**src/shared/brt_consts.vh**
```
`ifndef BRT_CONSTS_VH
`define BRT_CONSTS_VH

// Data path
`define BRT_WIDTH               18
`define BRT_COUNT_WIDTH         16

// Register bus
`define BRT_ADDR_WIDTH          5
`define BRT_DATA_WIDTH          32
`define BRT_REG_CTRL            5'h00
`define BRT_REG_STATUS          5'h04
`define BRT_REG_A2B_DATA        5'h08
`define BRT_REG_B2A_DATA        5'h0C
`define BRT_REG_A2B_COUNT       5'h10
`define BRT_REG_B2A_COUNT       5'h14
`define BRT_RESP_OKAY           2'b00
`define BRT_RESP_SLVERR         2'b10

// Control register fields, write one to act, read as zero
`define BRT_CTRL_A2B_SW_CAPTURE 0
`define BRT_CTRL_B2A_SW_CAPTURE 1
`define BRT_CTRL_CLEAR_COUNTS   2

// Status register fields
`define BRT_STAT_A2B_TRANSP     0
`define BRT_STAT_B2A_TRANSP     1
`define BRT_STAT_A2B_DRIVING    2
`define BRT_STAT_B2A_DRIVING    3
`define BRT_STAT_A2B_CLOCK      4
`define BRT_STAT_B2A_CLOCK      5

// Reset values
`define BRT_RESET_WORD          32'h0000_0000
`define BRT_RESET_STAGE         1'b0
`define BRT_RESET_CTL           6'h08

// Timing
`define BRT_SETTLE_CYCLES       2'h3

`endif

```
**src/core/brt_stage.v**
```verilog
`timescale 1ns/1ps
`include "brt_consts.vh"

module brt_stage #(
  parameter WIDTH = 18
) (
  // Clock and reset
  input  wire             i_clock,
  input  wire             i_rst_n,
  // Stage control
  input  wire [WIDTH-1:0] i_data,
  input  wire             i_transparent,
  input  wire             i_capture,
  // Stored value
  output wire [WIDTH-1:0] o_data
);

  reg [WIDTH-1:0] stored;

  assign o_data = stored;

  // Same cell for every bit position
  genvar g;
  generate
    for (g = 0; g < WIDTH; g = g + 1) begin : g_bit
      always @(posedge i_clock or negedge i_rst_n) begin
        if (!i_rst_n) begin
          stored[g] <= `BRT_RESET_STAGE;
        end else if (i_transparent) begin
          stored[g] <= i_data[g];
        end else if (i_capture) begin
          stored[g] <= i_data[g];
        end
        // Otherwise hold
      end
    end
  endgenerate

endmodule // brt_stage

```
**src/core/brt_transceiver.v**
```verilog
`timescale 1ns/1ps
`include "brt_consts.vh"

// Function
// - Eighteen data bits each way, every bit with identical storage and enables.
// - Each direction uses only its own drive, transparency and capture controls.
// - A-to-B transparency high passes port A straight to port B.
// - Transparency low, clock steady: A-to-B stage holds, ignores port A except on a software capture write.
// - Transparency low: rising capture clock edge loads port A into stage.
// - Steady-high clock only keeps value if high when transparency dropped.
// - A-to-B drive enable high drives port B, low floats it.
// - B-to-A drive enable low drives port A, high floats it.
// - B-to-A path mirrors A-to-B with transparent, hold and capture modes.
// - Port A feeds A-to-B, is B-to-A output; agent must not contend.
// - Port B feeds B-to-A, is A-to-B output; agent must not contend.
module brt_transceiver #(
  parameter WIDTH       = `BRT_WIDTH,
  parameter COUNT_WIDTH = `BRT_COUNT_WIDTH
) (
  // Clock and reset
  input  wire                       I_CLOCK,
  input  wire                       I_RST_N,
  // Direction controls
  input  wire                       I_A_TO_B_DRIVE_ENABLE,
  input  wire                       I_B_TO_A_DRIVE_ENABLE_N,
  input  wire                       I_A_TO_B_TRANSPARENT_ENABLE,
  input  wire                       I_B_TO_A_TRANSPARENT_ENABLE,
  input  wire                       I_A_TO_B_CAPTURE_CLOCK,
  input  wire                       I_B_TO_A_CAPTURE_CLOCK,
  // Port A lines
  input  wire [WIDTH-1:0]           I_PORT_A_LINES,
  output wire [WIDTH-1:0]           O_PORT_A_LINES,
  output reg  [WIDTH-1:0]           O_PORT_A_LINES_OE,
  // Port B lines
  input  wire [WIDTH-1:0]           I_PORT_B_LINES,
  output wire [WIDTH-1:0]           O_PORT_B_LINES,
  output reg  [WIDTH-1:0]           O_PORT_B_LINES_OE,
  // AXI4-Lite write address
  input  wire                       I_AWVALID,
  output reg                        O_AWREADY,
  input  wire [`BRT_ADDR_WIDTH-1:0] I_AWADDR,
  input  wire [2:0]                 I_AWPROT,
  // AXI4-Lite write data
  input  wire                       I_WVALID,
  output reg                        O_WREADY,
  input  wire [`BRT_DATA_WIDTH-1:0] I_WDATA,
  input  wire [3:0]                 I_WSTRB,
  // AXI4-Lite write response
  output reg                        O_BVALID,
  input  wire                       I_BREADY,
  output reg  [1:0]                 O_BRESP,
  // AXI4-Lite read address
  input  wire                       I_ARVALID,
  output reg                        O_ARREADY,
  input  wire [`BRT_ADDR_WIDTH-1:0] I_ARADDR,
  input  wire [2:0]                 I_ARPROT,
  // AXI4-Lite read data
  output reg                        O_RVALID,
  input  wire                       I_RREADY,
  output reg  [`BRT_DATA_WIDTH-1:0] O_RDATA,
  output reg  [1:0]                 O_RRESP
);

  // Reset release through two flops
  reg rst_meta;
  reg rst_sync;
  wire rst_n = rst_sync;

  always @(posedge I_CLOCK or negedge I_RST_N) begin
    if (!I_RST_N) begin
      rst_meta <= 1'b0;
      rst_sync <= 1'b0;
    end else begin
      rst_meta <= 1'b1;
      rst_sync <= rst_meta;
    end
  end

  // Pin synchronisers; wide buses may skew by a cycle while changing
  wire [5:0]       ctl_pins = {I_B_TO_A_CAPTURE_CLOCK, I_A_TO_B_CAPTURE_CLOCK,
                               I_B_TO_A_DRIVE_ENABLE_N, I_A_TO_B_DRIVE_ENABLE,
                               I_B_TO_A_TRANSPARENT_ENABLE, I_A_TO_B_TRANSPARENT_ENABLE};
  reg  [5:0]       ctl_meta;
  reg  [5:0]       ctl_sync;
  reg  [WIDTH-1:0] a_meta;
  reg  [WIDTH-1:0] a_sync;
  reg  [WIDTH-1:0] b_meta;
  reg  [WIDTH-1:0] b_sync;

  always @(posedge I_CLOCK or negedge rst_n) begin
    if (!rst_n) begin
      // Enables leave reset inactive, so no bus is grabbed at release
      ctl_meta <= `BRT_RESET_CTL;
      ctl_sync <= `BRT_RESET_CTL;
      a_meta   <= {WIDTH{1'b0}};
      a_sync   <= {WIDTH{1'b0}};
      b_meta   <= {WIDTH{1'b0}};
      b_sync   <= {WIDTH{1'b0}};
    end else begin
      ctl_meta <= ctl_pins;
      ctl_sync <= ctl_meta;
      a_meta   <= I_PORT_A_LINES;
      a_sync   <= a_meta;
      b_meta   <= I_PORT_B_LINES;
      b_sync   <= b_meta;
    end
  end

  wire a2b_transp  = ctl_sync[0];
  wire b2a_transp  = ctl_sync[1];
  wire a2b_drive   = ctl_sync[2];
  wire b2a_drive_n = ctl_sync[3];
  wire a2b_clk     = ctl_sync[4];
  wire b2a_clk     = ctl_sync[5];

  // Edge detect; blind until the synchronisers hold real pin levels
  reg [1:0] settle;
  reg       a2b_clk_prev;
  reg       b2a_clk_prev;
  wire      settled = (settle == `BRT_SETTLE_CYCLES);

  always @(posedge I_CLOCK or negedge rst_n) begin
    if (!rst_n) begin
      settle       <= 2'h0;
      a2b_clk_prev <= 1'b1;
      b2a_clk_prev <= 1'b1;
    end else begin
      if (!settled) begin
        settle <= settle + 2'h1;
      end
      a2b_clk_prev <= a2b_clk;
      b2a_clk_prev <= b2a_clk;
    end
  end

  // Only low-to-high counts, so a clock already high at the drop keeps data
  wire a2b_edge = settled & a2b_clk & ~a2b_clk_prev;
  wire b2a_edge = settled & b2a_clk & ~b2a_clk_prev;

  // Software capture strobes
  reg  a2b_sw_capture;
  reg  b2a_sw_capture;
  reg  clear_counts;

  // Each direction sees only its own controls
  wire a2b_capture = ~a2b_transp & (a2b_edge | a2b_sw_capture);
  wire b2a_capture = ~b2a_transp & (b2a_edge | b2a_sw_capture);

  wire [WIDTH-1:0] a2b_data;
  wire [WIDTH-1:0] b2a_data;

  brt_stage #(
    .WIDTH         (WIDTH)
  ) u_a2b_stage (
    .i_clock       (I_CLOCK),
    .i_rst_n       (rst_n),
    .i_data        (a_sync),
    .i_transparent (a2b_transp),
    .i_capture     (a2b_capture),
    .o_data        (a2b_data)
  );

  brt_stage #(
    .WIDTH         (WIDTH)
  ) u_b2a_stage (
    .i_clock       (I_CLOCK),
    .i_rst_n       (rst_n),
    .i_data        (b_sync),
    .i_transparent (b2a_transp),
    .i_capture     (b2a_capture),
    .o_data        (b2a_data)
  );

  // Stages run regardless of enables; enables gate only the drivers
  assign O_PORT_B_LINES = a2b_data;
  assign O_PORT_A_LINES = b2a_data;

  always @(posedge I_CLOCK or negedge rst_n) begin
    if (!rst_n) begin
      O_PORT_A_LINES_OE <= {WIDTH{1'b0}};
      O_PORT_B_LINES_OE <= {WIDTH{1'b0}};
    end else begin
      O_PORT_B_LINES_OE <= {WIDTH{a2b_drive}};
      O_PORT_A_LINES_OE <= {WIDTH{~b2a_drive_n}};
    end
  end

  // Capture counters
  reg [COUNT_WIDTH-1:0] a2b_count;
  reg [COUNT_WIDTH-1:0] b2a_count;

  always @(posedge I_CLOCK or negedge rst_n) begin
    if (!rst_n) begin
      a2b_count <= {COUNT_WIDTH{1'b0}};
      b2a_count <= {COUNT_WIDTH{1'b0}};
    end else begin
      if (clear_counts) begin
        a2b_count <= {{(COUNT_WIDTH-1){1'b0}}, a2b_capture};
        b2a_count <= {{(COUNT_WIDTH-1){1'b0}}, b2a_capture};
      end else begin
        a2b_count <= a2b_count + {{(COUNT_WIDTH-1){1'b0}}, a2b_capture};
        b2a_count <= b2a_count + {{(COUNT_WIDTH-1){1'b0}}, b2a_capture};
      end
    end
  end

  // Write channel: address and data held until both are present
  reg                        aw_hold;
  reg                        w_hold;
  reg  [`BRT_ADDR_WIDTH-1:0] aw_addr;
  reg  [`BRT_DATA_WIDTH-1:0] w_data;
  reg  [3:0]                 w_strb;
  wire                       aw_take = I_AWVALID & O_AWREADY;
  wire                       w_take  = I_WVALID & O_WREADY;
  wire                       do_write = aw_hold & w_hold & ~O_BVALID;
  reg                        next_aw_hold;
  reg                        next_w_hold;
  reg                        next_bvalid;
  reg                        wr_mapped;

  always @* begin
    next_aw_hold = (aw_hold | aw_take) & ~do_write;
    next_w_hold  = (w_hold | w_take) & ~do_write;
    next_bvalid  = do_write | (O_BVALID & ~I_BREADY);
    case (aw_addr[`BRT_ADDR_WIDTH-1:2])
      3'h0, 3'h1, 3'h2, 3'h3, 3'h4, 3'h5: wr_mapped = 1'b1;
      default: wr_mapped = 1'b0;
    endcase
  end

  always @(posedge I_CLOCK or negedge rst_n) begin
    if (!rst_n) begin
      aw_hold        <= 1'b0;
      w_hold         <= 1'b0;
      aw_addr        <= {`BRT_ADDR_WIDTH{1'b0}};
      w_data         <= `BRT_RESET_WORD;
      w_strb         <= 4'h0;
      O_AWREADY      <= 1'b0;
      O_WREADY       <= 1'b0;
      O_BVALID       <= 1'b0;
      O_BRESP        <= `BRT_RESP_OKAY;
      a2b_sw_capture <= 1'b0;
      b2a_sw_capture <= 1'b0;
      clear_counts   <= 1'b0;
    end else begin
      aw_hold   <= next_aw_hold;
      w_hold    <= next_w_hold;
      O_AWREADY <= ~next_aw_hold & ~next_bvalid;
      O_WREADY  <= ~next_w_hold & ~next_bvalid;
      O_BVALID  <= next_bvalid;
      if (aw_take) begin
        aw_addr <= I_AWADDR;
      end
      if (w_take) begin
        w_data <= I_WDATA;
        w_strb <= I_WSTRB;
      end
      a2b_sw_capture <= 1'b0;
      b2a_sw_capture <= 1'b0;
      clear_counts   <= 1'b0;
      if (do_write) begin
        O_BRESP <= wr_mapped ? `BRT_RESP_OKAY : `BRT_RESP_SLVERR;
        // Read-only registers ignore writes but answer OKAY
        if (({aw_addr[`BRT_ADDR_WIDTH-1:2], 2'b00} == `BRT_REG_CTRL) && w_strb[0]) begin
          a2b_sw_capture <= w_data[`BRT_CTRL_A2B_SW_CAPTURE];
          b2a_sw_capture <= w_data[`BRT_CTRL_B2A_SW_CAPTURE];
          clear_counts   <= w_data[`BRT_CTRL_CLEAR_COUNTS];
        end
      end
    end
  end

  // Read channel
  wire                       ar_take = I_ARVALID & O_ARREADY;
  reg                        next_rvalid;
  reg  [`BRT_DATA_WIDTH-1:0] rd_word;
  reg                        rd_mapped;

  always @* begin
    next_rvalid = ar_take | (O_RVALID & ~I_RREADY);
    rd_word     = `BRT_RESET_WORD;
    rd_mapped   = 1'b1;
    case ({I_ARADDR[`BRT_ADDR_WIDTH-1:2], 2'b00})
      `BRT_REG_CTRL: begin
        rd_word = `BRT_RESET_WORD;
      end
      `BRT_REG_STATUS: begin
        rd_word[`BRT_STAT_A2B_TRANSP]  = a2b_transp;
        rd_word[`BRT_STAT_B2A_TRANSP]  = b2a_transp;
        rd_word[`BRT_STAT_A2B_DRIVING] = O_PORT_B_LINES_OE[0];
        rd_word[`BRT_STAT_B2A_DRIVING] = O_PORT_A_LINES_OE[0];
        rd_word[`BRT_STAT_A2B_CLOCK]   = a2b_clk;
        rd_word[`BRT_STAT_B2A_CLOCK]   = b2a_clk;
      end
      `BRT_REG_A2B_DATA: begin
        rd_word[WIDTH-1:0] = a2b_data;
      end
      `BRT_REG_B2A_DATA: begin
        rd_word[WIDTH-1:0] = b2a_data;
      end
      `BRT_REG_A2B_COUNT: begin
        rd_word[COUNT_WIDTH-1:0] = a2b_count;
      end
      `BRT_REG_B2A_COUNT: begin
        rd_word[COUNT_WIDTH-1:0] = b2a_count;
      end
      default: begin
        rd_mapped = 1'b0;
      end
    endcase
  end

  always @(posedge I_CLOCK or negedge rst_n) begin
    if (!rst_n) begin
      O_ARREADY <= 1'b0;
      O_RVALID  <= 1'b0;
      O_RDATA   <= `BRT_RESET_WORD;
      O_RRESP   <= `BRT_RESP_OKAY;
    end else begin
      O_ARREADY <= ~next_rvalid;
      O_RVALID  <= next_rvalid;
      if (ar_take) begin
        O_RDATA <= rd_word;
        O_RRESP <= rd_mapped ? `BRT_RESP_OKAY : `BRT_RESP_SLVERR;
      end
    end
  end

endmodule // brt_transceiver

```
**config.mk**
```make
export PLATFORM = sky130hd
export DESIGN_NAME = brt_transceiver
export DESIGN_NICKNAME = d
export VERILOG_FILES = /design/src/core/brt_stage.v /design/src/core/brt_transceiver.v
export VERILOG_INCLUDE_DIRS = /design/src /design/src/shared
export SDC_FILE = /design/constraint.sdc
export NUM_CORES = 1
export LEC_CHECK = 0
export BUFFER_PORTS_ARGS = -buffer_cell sky130_fd_sc_hd__buf_2
export CAP_MARGIN = 20
export CORE_MARGIN = 3
export CORE_UTILIZATION = 55
export CTS_BUF_LIST = sky130_fd_sc_hd__clkbuf_16
export CTS_CLUSTER_SIZE = 30
export DETAILED_ROUTE_END_ITERATION = 16
export GPL_TIMING_DRIVEN = 0
export HOLD_SLACK_MARGIN = 0.12
export PLACE_DENSITY = 0.86
export SYNTH_ARGS = -nofsm -noshare
export SYNTH_HDL_FRONTEND = slang
export SYNTH_SLANG_ARGS = --single-unit
```
**constraint.sdc**
```tcl
create_clock -name I_CLOCK -period 9.32 [get_ports I_CLOCK]
set_input_delay 1.398 -clock I_CLOCK [delete_from_list [all_inputs] [get_ports I_CLOCK]]
set_output_delay 1.398 -clock I_CLOCK [all_outputs]
set_load 0.02 [all_outputs]
```
==> metrics.cfg <==
[floorplanning]
dieArea_um2=15200
ioPinCount=214
die_w_um=123
num_rows=42
die_h_um=123
core_region_area_um2=13300
start_util_pct=56.6

[sta]
rsz0062_at_grt=false
slew_violations=0
min_period_ps=2870
worst_pin_slew_ps=887
setup_viol=0
clock_skew_ps=11.8
maxSlewHeadroom_pct=40.2
hold_viol=0
fin_crit_sh_pct=30.8
final.setup.tns_ps=0
max_freq_mhz=349

[synth]
synthDistinctLibCells=44
seq_area_frac_synth_pct=65.3
synthArstFlopShare_pct=100
syn_inst=569
yosys_register_bits=197
synth_area_per_cell_um2=13.3
synth_xor_area_share_pct=2.78
synth_edf_count=0
synth-warning-count=0
synth_simple_gate_area_share_pct=8.61
syn_area_um2=7560
synth_top_family_by_area=multiplexers
synth-main-ff-cell=dfrtp_1
synthAdderAreaFrac_pct=0.828
synthMuxAreaShare_pct=8.71
synth_compound_area_share_pct=6.49

[drt]
wl_per_cell_um=18.2
num_vias=5106
ant_nets=0
wirelength_um=17200
first_pass_iters=5
viasPerCell=5.40
drt_iter0_markers=417
drc=0

[critical_path]
crit_required_ps=7920
regToRegSetupSlack_ps=7070
cp.arrival_ps=1470
worst-path-max-fanout=19
start_kind=flop
worstRegToRegCells=9
path_class=reg2out
worst_setup_path_end_kind=output pin

[cts]
path_clk_slew_ps=70
clockRootBuffer=clkbuf_16
worstSkewPairLatency_ps=430
clock_sinks=197
clock_path_buffers=2
ctsHoldBuffers=0
htree_levels=4
cts_setup_buffers=0
numCtsBuffers=17
cts-resized-gates=0
cts_tree=yes

[pwr]
seqPwrFrac_pct=50.0
p_leak_nw=4.44
power_switching_uw=597
combinationalPowerShare_pct=16.2
switching_share_pct=29.0
pwr_density_cell_nw_per_um2=224
vdd_drop_max_uv=171
p_int_mw=1.46
p_total_mw=2.06
p_clk_share_pct=33.8

[job]
drv_cap=0

[global_routing]
grt_util_all_layers_pct=23.7
antenna_found_initial=0
grt_pass1_wl_um=27100
grt_max_degree=80
grt.overflow.total=0
first_global_vias=5181

[final_layout]
fin_cells=946
fillCellCount=893
area_growth_pct=21.9
fin_util_pct=69.0
nNetsFinal=863
drive_gt1_share_pct=40.3
final_cell_area_um2=9210
antenna_cells=0

[placement]
gp_routability_congestion=0.800
place_inst=914
placed_cell_area_um2=8650
dp.final_hpwl_um=12000
numPortBuffers=152

[worst_hold_path]
hp-class=reg2reg
hold_depth=0

[run_status]
status=complete, no violations

-- kinds of logic (layout without fill, tap and decap cells) --
kind of cell / after synthesis / after routing
AND/OR/NAND/NOR: 122 / 122
other: 2 / 17
XOR/XNOR: 24 / 24
flip-flops: 197 / 197
AO/OA/AOI/OAI: 76 / 76
buffers and inverters: 83 / 269
adder cells (fa/ha/maj): 5 / 5
multiplexers: 60 / 60
-- metrics by stage --
step / hold slack, ps / setup slack, ps
CTS: 345 / 6410
floorplan: 331 / 3430
finish: 344 / 6450
global placement: 331 / 1970
global route: 347 / 6340
detailed placement: 335 / 6350
-- critical path, stage by stage (launching register included) --
cell     delay, ps
dfrtp_1        680
buf_4          200
buf_2          150
-- registers in the layout (all words and copies together) (netlist names), 2 cells and up --
signal	cells
O_RDATA	18
a_sync	18
b2a_count	16
settle	2
b_sync	18
aw_addr	3
ctl_meta	6
u_a2b_stage.o_data	18
ctl_sync	6
u_b2a_stage.o_data	18
a_meta	18
b_meta	18
a2b_count	16
w_data	3
-- layout make-up --
| cell class | instances | area [um2] | share of cell area, % |
|---|---|---|---|
| plain buffers | 73 | 507 | 5.50 |
| clock buffers | 17 | 425 | 4.62 |
| clock inverters | 15 | 134 | 1.45 |
| inverters | 10 | 37.5 | 0.407 |
| multi-input cells | 304 | 2140 | 23.2 |
| flip-flops and latches | 197 | 4940 | 53.6 |
| well taps | 176 | 220 | 2.39 |
| repair buffers | 154 | 816 | 8.85 |
-- cell usage after synthesis (2+ instances only) --
library cell | number | area share (%)
inv_1 | 10 | 0.50
a22oi_1 | 4 | 0.40
o22ai_1 | 6 | 0.50
and2_1 | 5 | 0.41
buf_4 | 58 | 5.8
nor2_1 | 31 | 1.5
o21ai_1 | 2 | 0.13
buf_2 | 4 | 0.26
o21ai_0 | 20 | 1.3
xor2_1 | 11 | 1.3
or3_1 | 5 | 0.41
conb_1 | 2 | 0.099
nand2b_1 | 3 | 0.25
ha_1 | 5 | 0.83
dfstp_2 | 4 | 1.4
clkbuf_2 | 2 | 0.13
nor3_1 | 5 | 0.33
nor4_1 | 4 | 0.33
nand4_1 | 9 | 0.74
nand3_1 | 9 | 0.60
xnor2_1 | 13 | 1.5
dfrtp_1 | 193 | 64
a31oi_1 | 8 | 0.66
mux2_2 | 46 | 6.9
or2_2 | 2 | 0.17
a221oi_1 | 10 | 1.2
nand4_4 | 2 | 0.56
mux2i_1 | 14 | 1.9
nor2b_1 | 7 | 0.58
a22o_1 | 10 | 1.2
clkbuf_1 | 8 | 0.40
a21oi_1 | 14 | 0.93
a31o_2 | 2 | 0.23
nand2_1 | 31 | 1.5
-- final timing paths --
check	endpoint	start
hold / removal	a_sync[9]	a_meta[9]
setup reg to reg	a2b_count[12]	settle[0]
max in group asynchronous	ctl_meta[3]	rst_n
min in group asynchronous	a_meta[15]	rst_n
hold reg to reg	a_sync[9]	a_meta[9]
setup / recovery	O_PORT_B_LINES_OE[9]	O_PORT_B_LINES_OE[0]
-- power by group through the flow --
stage               logic [mW]  clock network (mW)  registers [mW]
CTS                      0.337               0.700            1.03
detailed placement       0.331                   0            1.04
floorplan                0.168                   0            1.08
finish                   0.334               0.696            1.03
global route             0.363               0.732            1.04
global placement         0.301                   0            1.04
-- per-layer routing --
metal,GRT usage [%],vias up,share of wire [%]
met1,28.5,2558,38
li1,-,2276,-
met5,0,-,0
met4,10.0,0,3.0
met3,6.45,43,7.6
met2,40.3,229,52
-- cell usage in the layout, fill, tap and decap left out, types with 6 or more instances in the layout --
cell	n
xnor2_1	13
o22ai_1	6
nor2_1	31
mux2_2	46
buf_2	156
nor2b_1	7
nand3_1	9
a21oi_1	14
a31oi_1	8
nand4_1	9
xor2_1	11
conb_1	17
o21ai_0	20
clkbuf_16	17
mux2i_1	14
a221oi_1	10
dfrtp_1	192
buf_4	58
inv_1	11
a22o_1	10
clkbuf_1	8
nand2_1	31
No activity file was read; power rests on OpenSTA's default activity.
